--- src/design/clock_failure_monitor_pkg.sv ---
// Package for the clock failure monitor: register map, fields, counts
package clock_failure_monitor_pkg;
	localparam logic [7:0] ADDR_CTRL = 8'h00;
	localparam logic [7:0] ADDR_STATUS = 8'h04;
	localparam logic [7:0] ADDR_IRQ_STAT = 8'h08;
	localparam logic [7:0] ADDR_IRQ_MASK = 8'h0C;
	// Control register field positions
	localparam int CTRL_PREC_OSC_EN = 0;
	localparam int CTRL_XTAL_EN = 1;
	localparam int CTRL_WDOG_OSC_EN = 2;
	localparam int CTRL_SYSFAIL_EN = 3;
	localparam int CTRL_WDFAIL_EN = 4;
	localparam int CTRL_SEL_LO = 5;
	localparam int CTRL_SEL_HI = 6;
	localparam logic [31:0] CTRL_RESET = 32'h0000_0001;
	// Interrupt status bits
	localparam int IRQ_SYSFAIL = 0;
	localparam int IRQ_WDFAIL = 1;
	localparam logic [1:0] IRQ_MASK_RESET = 2'h0;
	// Clock sources
	typedef enum logic [1:0] {
		SRC_PREC_OSC = 2'b00,
		SRC_XTAL = 2'b01,
		SRC_WDOG = 2'b10,
		SRC_EXT = 2'b11
	} clk_src_t;
	// Crystal oscillator modes from option bits
	typedef enum logic [1:0] {
		XMODE_MIN_PWR = 2'b00,
		XMODE_MED_PWR = 2'b01,
		XMODE_MAX_PWR = 2'b10,
		XMODE_RC = 2'b11
	} xtal_mode_t;
	// Primary failure: no selected-clock edge for one period at 1 kHz
	localparam int CLK_MHZ = 125;
	localparam int FAIL_FREQ_HZ = 1000;
	localparam int SYSFAIL_CYCLES = CLK_MHZ * 1000000 / FAIL_FREQ_HZ;
	localparam int WDFAIL_CYCLES = 8004;
endpackage : clock_failure_monitor_pkg

--- src/design/clock_failure_monitor.sv ---
// Clock source control with primary and watchdog oscillator failure detection
// What this block does
// - Primary detector may be re-enabled after select write
// - Internal oscillator on at reset, stays until cleared
// - Primary failure raises event, falls back to watchdog
// - Fallback only if watchdog oscillator enabled
// - Primary failure when clock below about 1 kHz
// - Watchdog failure raises event, no source change
// - After watchdog failure, primary detection stops
// - Watchdog failure after 8004 cycles without edge
// - No divider: crystal pin clock passes undivided
// - Option bits choose one of four oscillator modes
//
// The implementer's own choices: the address map and the AXI4-Lite interface to the registers.
`timescale 1ns/100ps
module clock_failure_monitor
	import clock_failure_monitor_pkg::*;
(
	input wire logic clk_sys,
	input wire logic rst,
	input wire logic [7:0] s_axi_awaddr,
	input wire logic s_axi_awvalid,
	output logic s_axi_awready,
	input wire logic [31:0] s_axi_wdata,
	input wire logic [3:0] s_axi_wstrb,
	input wire logic s_axi_wvalid,
	output logic s_axi_wready,
	output logic [1:0] s_axi_bresp,
	output logic s_axi_bvalid,
	input wire logic s_axi_bready,
	input wire logic [7:0] s_axi_araddr,
	input wire logic s_axi_arvalid,
	output logic s_axi_arready,
	output logic [31:0] s_axi_rdata,
	output logic [1:0] s_axi_rresp,
	output logic s_axi_rvalid,
	input wire logic s_axi_rready,
	input wire logic crystal_input_pin,
	input wire logic precOscClk,
	input wire logic wdogClk,
	input wire logic extClk,
	input wire logic [1:0] xtalModeOption,
	input wire logic crystal_disable_option,
	output logic internal_precision_osc,
	output logic xtalEnable,
	output logic wdogOscEnable,
	output logic [1:0] xtalMode,
	output logic [1:0] activeSource,
	output logic clkFailEvent,
	output logic irq
);
	// Sampled oscillator levels
	logic [3:0] oscMeta;
	logic [3:0] oscSync;
	logic [3:0] oscPrev;
	// Bit order follows the source encoding
	wire [3:0] oscRaw = {extClk, wdogClk, crystal_input_pin, precOscClk};
	genvar gi;
	generate
		for (gi = 0; gi < 4; gi++) begin : g_sync
			always_ff @(posedge clk_sys) begin
				oscMeta[gi] <= oscRaw[gi];
				oscSync[gi] <= oscMeta[gi];
				oscPrev[gi] <= oscSync[gi];
			end
		end
	endgenerate
	wire [3:0] oscEdge = oscSync & ~oscPrev;

	// Registers
	logic [31:0] ctrl;
	logic [1:0] irqStat;
	logic [1:0] irqMask;
	logic fallback;
	logic wdogFailed;
	logic optionTaken;
	wire [1:0] swSel = ctrl[CTRL_SEL_HI:CTRL_SEL_LO];
	wire sysFailEn = ctrl[CTRL_SYSFAIL_EN];
	wire wdFailEn = ctrl[CTRL_WDFAIL_EN];
	wire wdOscEn = ctrl[CTRL_WDOG_OSC_EN];

	// Effective source; fallback overrides software choice
	wire [1:0] next_source = fallback ? SRC_WDOG : swSel;
	wire srcEdge = oscEdge[next_source];

	// Primary detector runs until fallback or until watchdog oscillator is known failed
	logic sysFailPulse;
	logic wdFailPulse;
	wire sysDetEnable = sysFailEn && !fallback && !wdogFailed &&
		!wdFailPulse;
	wire wdDetEnable = wdFailEn && wdOscEn && !wdogFailed;

	edge_watchdog #(.LIMIT(SYSFAIL_CYCLES)) u_sysfail (
		.clk_sys(clk_sys),
		.rst(rst),
		.enable(sysDetEnable),
		.edgeSeen(srcEdge),
		.failPulse(sysFailPulse)
	);

	edge_watchdog #(.LIMIT(WDFAIL_CYCLES)) u_wdfail (
		.clk_sys(clk_sys),
		.rst(rst),
		.enable(wdDetEnable),
		.edgeSeen(oscEdge[SRC_WDOG]),
		.failPulse(wdFailPulse)
	);

	// AXI4-Lite write path
	logic awHeld;
	logic wHeld;
	logic [7:0] awAddr;
	logic [31:0] wData;
	logic [3:0] wStrb;
	wire awTake = s_axi_awvalid && s_axi_awready;
	wire wTake = s_axi_wvalid && s_axi_wready;
	wire haveAw = awHeld || awTake;
	wire haveW = wHeld || wTake;
	wire [7:0] curAw = awHeld ? awAddr : s_axi_awaddr;
	wire [31:0] curW = wHeld ? wData : s_axi_wdata;
	wire [3:0] curS = wHeld ? wStrb : s_axi_wstrb;
	wire doWrite = haveAw && haveW && !s_axi_bvalid;
	wire wrCtrl = doWrite && (curAw == ADDR_CTRL);
	wire wrIrqStat = doWrite && (curAw == ADDR_IRQ_STAT);
	wire wrIrqMask = doWrite && (curAw == ADDR_IRQ_MASK);
	wire wrMapped = (curAw == ADDR_CTRL) || (curAw == ADDR_STATUS) ||
		(curAw == ADDR_IRQ_STAT) || (curAw == ADDR_IRQ_MASK);
	logic [31:0] byteMask;
	always_comb begin
		for (int b = 0; b < 4; b++) begin
			byteMask[8*b +: 8] = {8{curS[b]}};
		end
	end
	wire [31:0] next_ctrl = (ctrl & ~byteMask) | (curW & byteMask);
	wire selWritten = wrCtrl && curS[0];
	// Ready flags registered from next handshake state
	wire next_bvalid = doWrite || (s_axi_bvalid && !s_axi_bready);
	wire next_awReady = !(haveAw && !doWrite) && !next_bvalid;
	wire next_wReady = !(haveW && !doWrite) && !next_bvalid;

	always_ff @(posedge clk_sys) begin
		if (rst) begin
			awHeld <= 1'b0;
			wHeld <= 1'b0;
			awAddr <= 8'h00;
			wData <= 32'h0000_0000;
			wStrb <= 4'h0;
			s_axi_bvalid <= 1'b0;
			s_axi_bresp <= 2'b00;
			s_axi_awready <= 1'b1;
			s_axi_wready <= 1'b1;
		end else begin
			if (doWrite) begin
				awHeld <= 1'b0;
				wHeld <= 1'b0;
				s_axi_bvalid <= 1'b1;
				s_axi_bresp <= wrMapped ? 2'b00 : 2'b10;
			end else begin
				if (awTake) begin
					awHeld <= 1'b1;
					awAddr <= s_axi_awaddr;
				end
				if (wTake) begin
					wHeld <= 1'b1;
					wData <= s_axi_wdata;
					wStrb <= s_axi_wstrb;
				end
				if (s_axi_bvalid && s_axi_bready) begin
					s_axi_bvalid <= 1'b0;
				end
			end
			s_axi_awready <= next_awReady;
			s_axi_wready <= next_wReady;
		end
	end

	// Control register; internal oscillator enable kept until cleared
	always_ff @(posedge clk_sys) begin
		if (rst) begin
			ctrl <= CTRL_RESET;
			optionTaken <= 1'b0;
		end else begin
			if (!optionTaken) begin
				ctrl[CTRL_XTAL_EN] <= !crystal_disable_option;
				optionTaken <= 1'b1;
			end else if (wrCtrl) begin
				ctrl <= next_ctrl & 32'h0000_007F;
			end
		end
	end

	// Fallback and watchdog failure state; select write ends fallback
	always_ff @(posedge clk_sys) begin
		if (rst) begin
			fallback <= 1'b0;
			wdogFailed <= 1'b0;
		end else begin
			if (sysFailPulse && wdOscEn) begin
				fallback <= 1'b1;
			end else if (selWritten) begin
				fallback <= 1'b0;
			end
			if (wdFailPulse) begin
				wdogFailed <= 1'b1;
			end
		end
	end

	// Sticky interrupt status, set wins over write-one-to-clear
	wire [1:0] irqSet = {wdFailPulse, sysFailPulse};
	wire [1:0] irqClr = wrIrqStat ? curW[1:0] : 2'b00;
	always_ff @(posedge clk_sys) begin
		if (rst) begin
			irqStat <= 2'b00;
			irqMask <= IRQ_MASK_RESET;
			irq <= 1'b0;
			clkFailEvent <= 1'b0;
		end else begin
			irqStat <= (irqStat & ~irqClr) | irqSet;
			if (wrIrqMask) begin
				irqMask <= curW[1:0];
			end
			irq <= |(irqStat & irqMask);
			clkFailEvent <= |irqSet;
		end
	end

	// Read path
	wire [31:0] statusWord = {26'h0, wdogFailed, fallback, 2'b00,
		activeSource};
	logic [31:0] readMux;
	always_comb begin
		case (s_axi_araddr)
			ADDR_CTRL: readMux = ctrl;
			ADDR_STATUS: readMux = statusWord;
			ADDR_IRQ_STAT: readMux = {30'h0, irqStat};
			ADDR_IRQ_MASK: readMux = {30'h0, irqMask};
			default: readMux = 32'h0000_0000;
		endcase
	end
	wire rdMapped = (s_axi_araddr == ADDR_CTRL) ||
		(s_axi_araddr == ADDR_STATUS) ||
		(s_axi_araddr == ADDR_IRQ_STAT) || (s_axi_araddr == ADDR_IRQ_MASK);
	wire arTake = s_axi_arvalid && s_axi_arready;
	always_ff @(posedge clk_sys) begin
		if (rst) begin
			s_axi_rvalid <= 1'b0;
			s_axi_rdata <= 32'h0000_0000;
			s_axi_rresp <= 2'b00;
		end else if (arTake) begin
			s_axi_rvalid <= 1'b1;
			s_axi_rdata <= readMux;
			s_axi_rresp <= rdMapped ? 2'b00 : 2'b10;
		end else if (s_axi_rvalid && s_axi_rready) begin
			s_axi_rvalid <= 1'b0;
		end
	end
	wire next_rvalid = arTake || (s_axi_rvalid && !s_axi_rready);
	always_ff @(posedge clk_sys) begin
		if (rst) begin
			s_axi_arready <= 1'b1;
		end else begin
			s_axi_arready <= !next_rvalid;
		end
	end

	// Oscillator controls from control register, mode from option bits
	always_ff @(posedge clk_sys) begin
		if (rst) begin
			internal_precision_osc <= 1'b1;
			xtalEnable <= 1'b0;
			wdogOscEnable <= 1'b0;
			xtalMode <= XMODE_MIN_PWR;
			activeSource <= SRC_PREC_OSC;
		end else begin
			internal_precision_osc <= ctrl[CTRL_PREC_OSC_EN];
			xtalEnable <= ctrl[CTRL_XTAL_EN];
			wdogOscEnable <= wdOscEn;
			xtalMode <= xtalModeOption;
			activeSource <= next_source;
		end
	end

	// Checks
	fallback_wdog_a: assert property (
		@(posedge clk_sys) disable iff (rst)
		sysFailPulse && wdOscEn && !selWritten |=> ##1 activeSource == SRC_WDOG)
		else $error("fallback did not select watchdog oscillator");
	no_fallback_a: assert property (
		@(posedge clk_sys) disable iff (rst)
		!wdOscEn && !fallback |=> !fallback)
		else $error("fallback without watchdog oscillator");
	wdfail_nosw_a: assert property (
		@(posedge clk_sys) disable iff (rst)
		wdFailPulse && !sysFailPulse && !selWritten |=> $stable(fallback))
		else $error("watchdog failure changed source");
	primary_dead_a: assert property (
		@(posedge clk_sys) disable iff (rst)
		wdogFailed |-> !sysFailPulse)
		else $error("primary detect after watchdog failure");
	event_pulse_a: assert property (
		@(posedge clk_sys) disable iff (rst)
		(sysFailPulse || wdFailPulse) |=> clkFailEvent)
		else $error("failure event not raised");
	prec_osc_hold_a: assert property (
		@(posedge clk_sys) disable iff (rst)
		!(wrCtrl && !curW[CTRL_PREC_OSC_EN] && curS[0]) &&
		ctrl[CTRL_PREC_OSC_EN] |=> ##1 internal_precision_osc)
		else $error("internal oscillator dropped by itself");
	mode_follow_a: assert property (
		@(posedge clk_sys) disable iff (rst)
		##1 xtalMode == $past(xtalModeOption))
		else $error("oscillator mode not from option bits");
	sticky_set_a: assert property (
		@(posedge clk_sys) disable iff (rst)
		sysFailPulse |=> irqStat[IRQ_SYSFAIL])
		else $error("failure status lost");
	wd_count_a: assert property (
		@(posedge clk_sys) disable iff (rst)
		wdFailPulse |-> $past(wdDetEnable) && !$past(oscEdge[SRC_WDOG]))
		else $error("watchdog failure without missing edge");
	fallback_c: cover property (@(posedge clk_sys) disable iff (rst)
		$rose(fallback));
	wdfail_c: cover property (@(posedge clk_sys) disable iff (rst)
		$rose(wdogFailed));
	irq_c: cover property (@(posedge clk_sys) disable iff (rst) $rose(irq));
endmodule : clock_failure_monitor

--- src/design/edge_watchdog.sv ---
// Edge-gap counter: flags failure when no edge within a limit
`timescale 1ns/100ps
module edge_watchdog #(
	parameter int LIMIT = 8004
) (
	input wire logic clk_sys,
	input wire logic rst,
	input wire logic enable,
	input wire logic edgeSeen,
	output logic failPulse
);
	logic [31:0] gapCount;
	wire atLimit = (gapCount == 32'(LIMIT - 1));
	always_ff @(posedge clk_sys) begin
		if (rst || !enable || edgeSeen) begin
			gapCount <= 32'h0000_0000;
			failPulse <= 1'b0;
		end else if (atLimit) begin
			gapCount <= 32'h0000_0000;
			failPulse <= 1'b1;
		end else begin
			gapCount <= gapCount + 32'h0000_0001;
			failPulse <= 1'b0;
		end
	end
endmodule : edge_watchdog

--- config.mk ---
export PLATFORM = sky130hd
export DESIGN_NAME = clock_failure_monitor
export DESIGN_NICKNAME = d
export VERILOG_FILES = /design/src/design/clock_failure_monitor_pkg.sv /design/src/design/clock_failure_monitor.sv /design/src/design/edge_watchdog.sv
export SDC_FILE = /design/constraint.sdc
export NUM_CORES = 1
export LEC_CHECK = 0
export BUFFER_PORTS_ARGS = -buffer_cell sky130_fd_sc_hd__buf_2
export CAP_MARGIN = 0
export CORE_MARGIN = 5
export CORE_UTILIZATION = 50
export CTS_CLUSTER_DIAMETER = 30
export CTS_CLUSTER_SIZE = 16
export DETAILED_ROUTE_END_ITERATION = 12
export PLACE_DENSITY = 0.83
export SYNTH_ARGS = -nofsm -noshare
export SYNTH_HDL_FRONTEND = slang
export SYNTH_SLANG_ARGS = --single-unit
--- constraint.sdc ---
create_clock -name clk_sys -period 1.7 [get_ports clk_sys]
set_clock_uncertainty 0.1 [all_clocks]
set_input_delay 0.17 -clock clk_sys [delete_from_list [all_inputs] [get_ports clk_sys]]
set_output_delay 0.17 -clock clk_sys [all_outputs]
set_load 0.02 [all_outputs]
==> results.md, run 1 <==
- Status: finished with violations
- Failing checks: negative setup slack
- GP Congestion: 0.872
- Fin nets: 913
- Non-Filler Instances: 1002
- Delay-heaviest family, CP: simple AND/OR/NAND/NOR gates
- Pwr dens: 883 nW/um^2
- CTS tree: done
- CP peak stage delay: 0.40 ns
- Fraction of layout cells with a size suffix above 1: 40.2%
- Max H-tree Level: 4
- DRT antenna net count: 0
- CP startpoint: u_wdfail.gapCount[28]
- Slew headroom: 56.0%
- Synthesized area per cell: 9.16 um^2
- FFs w/ async S/R, synth: 0%
- Total Neg Setup Slack: -14.09 ns
- Final Hold Viols: 0
- Period minus WS final: 1.99 ns
- Worst min path class: primary input to flop
- Slew @ Worst Pin: 0.655 ns
- Number of global-route vias before repair: 5557
- Num Clock Sinks: 133
- Worst R2R Start: u_wdfail.gapCount[28]
- FF-to-FF End: u_wdfail.gapCount[16]
- Crit Path Class: flop to flop
- DR vias/cell: 6.04
- Reg2Reg Depth: 7
- Register bit count reported by yosys: 133
- Sw Share: 25.1%
- Post-synthesis instance area: 5850 um^2
- FP Rows: 39
- Routed Wire Length: 20.8 mm
- Fill cells: 593
- GR Overflow Total: 0
- Final setup margin: -0.290 ns
- GRT Total Usage: 23.4%
- R2R Setup Slk: -0.29 ns
- Root Buffer: clkbuf_16
- Yosys top cell area share: 45.5%
- Core area: 11400 um^2
- Post-route DRC: 0
- Area leader, netlist: dfxtp_1
- RSZ-0062 raised after global routing: yes
- Worst setup EP type: flop
- Worst Path Buf+Inv: 2
- Total number of vias: 6053
- Iteration-0 DRC Markers: 733
- Main synth FF type: dfxtp_1
- Cell Chain, Critical Path: nor4_1, nand4_1, buf_6, o211ai_1, buf_4, nor4_2, a31o_2
- Max clock buf depth: 2
- Clock share of power: 49.1%
- VDD IR max: 0.742 mV
- Worst EP required: 1.92 ns
- Initial antenna violation count: 1
- Area delta synth->final: 46.6%
- Area of the die: 14000 um^2
- Int Pwr: 5670 uW
- Final setup fails: 74
- Fmax: 502 MHz
- First-pass GRT wire length: 27.0 mm
- Drt first pass iters: 5
- Yosys cell types: 53
- Pins Over Slew Limit: 0
- Cts bufs inserted: 17
- Levels on crit path: 7
- Die height: 118 um
- Sequential share of the synthesized area: 45.5%
- Worst setup SP type: flop
- Leading post-synthesis cells by cell area: dfxtp_1, nor2_1, mux2i_1
- Net switching power: 1900 uW
- EDFF count, synth: 0
- WL per Instance: 20.7 um
- Period utilization: 117%
- Peak fanout along the critical path: 3
- Worst-skew pair later-pin latency: 0.43 ns
- P_leak: 0.00346 uW
- Seq pwr share: 43.0%
- Port Buffers: 60
- Worst setup path end: u_wdfail.gapCount[16]
- Placed Instances: 935
- Pin count of the biggest net entering global routing: 53
- Initial Util: 51.2%
- Die W: 118 um
- Logic pwr share: 7.9%
- Worst EP arrival: 2.21 ns
- Detail Placement HPWL: 10.8 mm
- Top Ports: 116
- Synth warn: 0
- Post-Syn Instances: 638
- Worst-path clk slew: 0.07 ns
- Critical-path top delay cell: nor4_1
- Max-cap violations: 0
how the worst min path moves through the flow:
stage / cells after the start / slack, ns / from / end
after global routing: 3 / 0.03 / rst / u_wdfail.gapCount[12]
after floorplan: 0 / 0.1 / precOscClk / oscMeta[0]
final: 4 / 0.04 / s_axi_awaddr[3] / awAddr[3]
after detailed placement: 1 / 0.17 / wdogClk / oscMeta[2]
after CTS: 3 / -0.02 / rst / u_wdfail.gapCount[12]
after global placement: 1 / 0.17 / wdogClk / oscMeta[2]
kinds of logic (layout without fill, tap and decap cells):
family,after synthesis,in the layout,share of synthesized area (%)
multiplexers,32,32,5.99
other,1,28,0.0642
adder cells (fa/ha/maj),2,2,0.428
buffers and inverters,66,260,7.08
AO/OA/AOI/OAI,66,66,8.18
AND/OR/NAND/NOR,291,291,25.7
XOR/XNOR,47,47,7.04
flip-flops,133,133,45.5
placed cells by master (no fill, tap or decap), types with 5 or more instances in the layout:
| cell type | instances |
|---|---|
| buf_6 | 14 |
| a211oi_2 | 5 |
| buf_4 | 108 |
| and3_1 | 6 |
| nor3_1 | 8 |
| nor4_4 | 7 |
| inv_1 | 16 |
| nor2_4 | 11 |
| dfxtp_1 | 115 |
| o21ai_0 | 9 |
| nand2_1 | 32 |
| nand3_1 | 18 |
| and4_4 | 5 |
| dfxtp_2 | 14 |
| nor4_1 | 11 |
| a22oi_1 | 6 |
| clkbuf_16 | 19 |
| buf_2 | 60 |
| nor2_2 | 15 |
| nor4_2 | 8 |
| xor2_1 | 26 |
| nor2_1 | 82 |
| o21ai_2 | 5 |
| dlygate4sd3_1 | 24 |
| a21oi_1 | 14 |
| or3_1 | 5 |
| nor2b_1 | 8 |
| xnor2_1 | 19 |
| conb_1 | 27 |
| mux2i_1 | 26 |
| nand4_1 | 28 |
state kept, by name, indices dropped and copies added, names as in the netlist, 2 cells and up, named ones only:
signal              cells
oscSync                 4
wData                   7
oscPrev                 4
awAddr                  8
oscMeta                 4
xtalMode                2
u_wdfail.gapCount      32
activeSource            2
irqStat                 2
u_sysfail.gapCount     32
s_axi_rdata             7
irqMask                 2
per-layer routing:
layer,wire (um),track usage [%],up-vias,share of wire (%)
met5,0,0,-,0
met3,1560,5.33,125,7.5
li1,-,-,2618,-
met4,1200,11.2,0,5.8
met2,10500,42.2,402,50
met1,7540,25.9,2908,36
area by class of cell:
class	instances	area, um^2	share of cell area, %
Antenna cell	1	2.50	0.0292
Timing Repair Buffer	212	1640	19.1
Inverter	16	60.1	0.701
Clock buffer	19	443	5.17
Tap cell	143	179	2.09
Multi-Input combinational cell	465	3400	39.7
Clock inverter	13	148	1.72
Sequential cell	133	2700	31.4
through the flow:
stage                     setup slack, ns  hold slack (ns)  area (um^2)  total power (uW)  util (%)
after CTS                          -0.180          -0.0173         8060              7460      70.5
after detailed placement           -0.227            0.174         7080              3790      62.0
final                              -0.290           0.0390         8570              7570      75.0
after floorplan                   -0.0850           0.0977         6040              3660         -
after global routing               -0.335           0.0319         8570              7770      75.0
after global placement             -0.195            0.174         7080              3770      62.0
Yosys cell counts (all sizes together), types with 2 or more instances:
cell    instances
nor4           26
mux4            2
nor3           12
and3            6
a21o            3
xnor2          21
nand2          36
or3             7
nand4          28
o211ai          2
a211oi          6
and4           10
nand2b          4
a21boi          2
a22oi           6
nor4b           6
o21ai          18
mux2i          26
nor2          108
a21oi          19
mux2            4
clkbuf         11
inv            16
ha              2
nand3          21
dfxtp         133
nor2b           9
a31o            3
or4             4
and2            4
a32o            3
nand4b          3
nor3b           4
buf            39
xor2           26
repair_timing:
action / CTS / global route
gates cloned: 0 / 3
hold buffers: 24 / 0
pin swaps: 23 / 46
resized for setup: 33 / 104
setup endpoints to repair: 82 / 86
setup buffers: 2 / 7
hold endpoints to repair: 25 / 0
worst reg2reg max path: stages (launching register included):
cell and delay (ns):
dfxtp_1 0.32, nor4_1 0.40, nand4_1 0.19, buf_6 0.17, o211ai_1 0.25, buf_4 0.19
nor4_2 0.04, a31o_2 0.22
power groups by stage:
stage                     sequential (uW)  combinational, uW  clock (uW)
after floorplan                      3320                343           0
after global placement               3300                464           0
after detailed placement             3310                478           0
after CTS                            3240                540        3670
after global routing                 3260                637        3880
final                                3250                599        3720
Note: power is estimated with default switching activity, not from simulation.
==> run 2: changes to the inputs <==
CORE_UTILIZATION = 35   (was 50)
CTS_CLUSTER_SIZE = 30   (was 16)
PLACE_DENSITY = 0.64   (was 0.83)
==> run 2 against run 1 <==
The flow still finishes with violations (negative setup slack). First-iteration DRC count down 57%. Fmax grew 2.4%. Wire length shrank 26%. Global-route usage fell by 7.9 points. Combinational power decreased by 2%. Largest power group unchanged. Highest routed layer unchanged.
==> results.md, run 2 (synthesis gave the netlist of run 1 again) <==
- FP Rows: 47
- Fin nets: 922
- Worst-skew pair later-pin latency: 0.43 ns
- Fmax: 515 MHz
- Worst EP arrival: 2.16 ns
- WL per Instance: 14.2 um
- Max clock buf depth: 2
- Worst min path class: primary input to flop
- Cell Chain, Critical Path: nor4_1, nand4_1, buf_6, nor2_4, buf_6, buf_6, nor2_2, a32o_1
- Drt first pass iters: 5
- Die W: 139 um
- Number of global-route vias before repair: 5078
- Pwr dens: 866 nW/um^2
- Pin count of the biggest net entering global routing: 27
- Status: finished with violations
- GP Congestion: 0.834
- Slew headroom: 54.5%
- Post-route DRC: 0
- Critical Path Most Common Cell: buf_6
- Top Ports: 116
- Cts bufs inserted: 17
- DR vias/cell: 4.80
- Critical-path top delay cell: nor4_1
- Initial Util: 35.5%
- GRT Total Usage: 15.5%
- Period minus WS final: 1.94 ns
- Iteration-0 DRC Markers: 317
- Util after Layout: 53.1%
- Slew @ Worst Pin: 0.681 ns
- Die height: 139 um
- Top flop regs: u_sysfail.gapCount: 32 flops, u_wdfail.gapCount: 32 flops, awAddr: 8 flops
- Final Hold Viols: 0
- Fin Hold WS: 0.0572 ns
- Failing checks: negative setup slack
- Area delta synth->final: 49.6%
- Area of the die: 19400 um^2
- Max H-tree Level: 4
- Core area: 16500 um^2
- Ant diodes: 0
- Root Buffer: clkbuf_16
- RSZ-0062 raised after global routing: yes
- Final setup margin: -0.243 ns
- Total number of vias: 5215
- P_leak: 0.00350 uW
- Detail Placement HPWL: 10.1 mm
- DRT antenna net count: 0
- Final setup fails: 71
- Pins Over Slew Limit: 0
- Port Buffers: 60
- Initial antenna violation count: 0
- Worst EP required: 1.92 ns
- Fraction of layout cells with a size suffix above 1: 39.9%
- GR Overflow Total: 0
- Max-cap violations: 0
- First-pass GRT wire length: 24.7 mm
- CTS tree: done
- Worst setup SP type: flop
- Peak fanout along the critical path: 7
- Worst-path clk slew: 0.06 ns
- Crit Path Class: flop to flop
- Routed Wire Length: 15.5 mm
- Num Clock Sinks: 133
- VDD IR max: 0.688 mV
- Worst setup EP type: flop
- Period utilization: 114%
- Commonest non-fill, non-tap cell in the layout: dfxtp_1
- Most frequent cells in the layout: dfxtp_1, buf_4, nor2_1, buf_2, nand2_1
- CP peak stage delay: 0.42 ns
-- run 2: path summary, 6_finish.rpt --
path,startpoint,slack (ns),to,depth (start not counted)
hold / removal,s_axi_awaddr[3],0.06,awAddr[3],4
setup reg to reg,u_wdfail.gapCount[23],-0.24,u_wdfail.gapCount[17],8
setup / recovery,u_wdfail.gapCount[23],-0.24,u_wdfail.gapCount[17],8
hold reg to reg,oscMeta[1],0.23,oscSync[1],0
-- run 2: worst max-delay path, delay by kind of cell, from the launching register on --
family	cells	cell delay, ns
DFF	1	0.31
buffers and inverters	3	0.45
AOI/OAI and AO/OA	1	0.20
and+or+nand+nor	4	0.79
-- run 2: where the power goes --
group	leakage [uW]	total, uW	internal [uW]	switching [uW]
clock	0.000299	3740	2240	1500
sequential	0.00109	3250	3190	52.5
combinational	0.00211	587	279	308
total	0.00350	7570	5710	1860
-- run 2: area by class of cell --
class / count / area (um^2)
timing repair buffer: 221 / 1730
sequential: 133 / 2690
multi-input combinational: 465 / 3390
inverter: 16 / 60.1
clock buffer: 18 / 439
clock inverter: 14 / 164
tap: 220 / 275
fill: 1415 / 7720
-- run 2: repair_timing --
action,4_1_cts,5_1_grt
endpoints found under the setup margin,82,85
pin swaps,25,27
hold endpoints to repair,28,0
hold buffers,25,0
cloned,4,2
buffers inserted,10,5
gates resized for setup,54,88
-- run 2: per-stage QoR --
stage / total power, uW / worst slack, ns / instances / TNS [ns] / instance area (um^2)
global route: 7840 / -0.323 / 1087 / -17.76 / 8740
detailed placement: 3800 / -0.251 / 1012 / -12.83 / 7160
floorplan: 3660 / -0.0850 / 664 / -2.75 / 6040
CTS: 7580 / -0.206 / 1083 / -10.13 / 8390
finish: 7570 / -0.243 / 1087 / -12.59 / 8740
global placement: 3800 / -0.274 / 1012 / -13.53 / 7160
-- run 2: layer usage --
layer | track usage, % | vias up | wire, um
met5 | 0 | - | 0
met4 | 5.92 | 0 | 280
met3 | 4.22 | 23 | 681
met2 | 25.5 | 109 | 7550
met1 | 19.5 | 2449 | 6950
li1 | - | 2634 | -
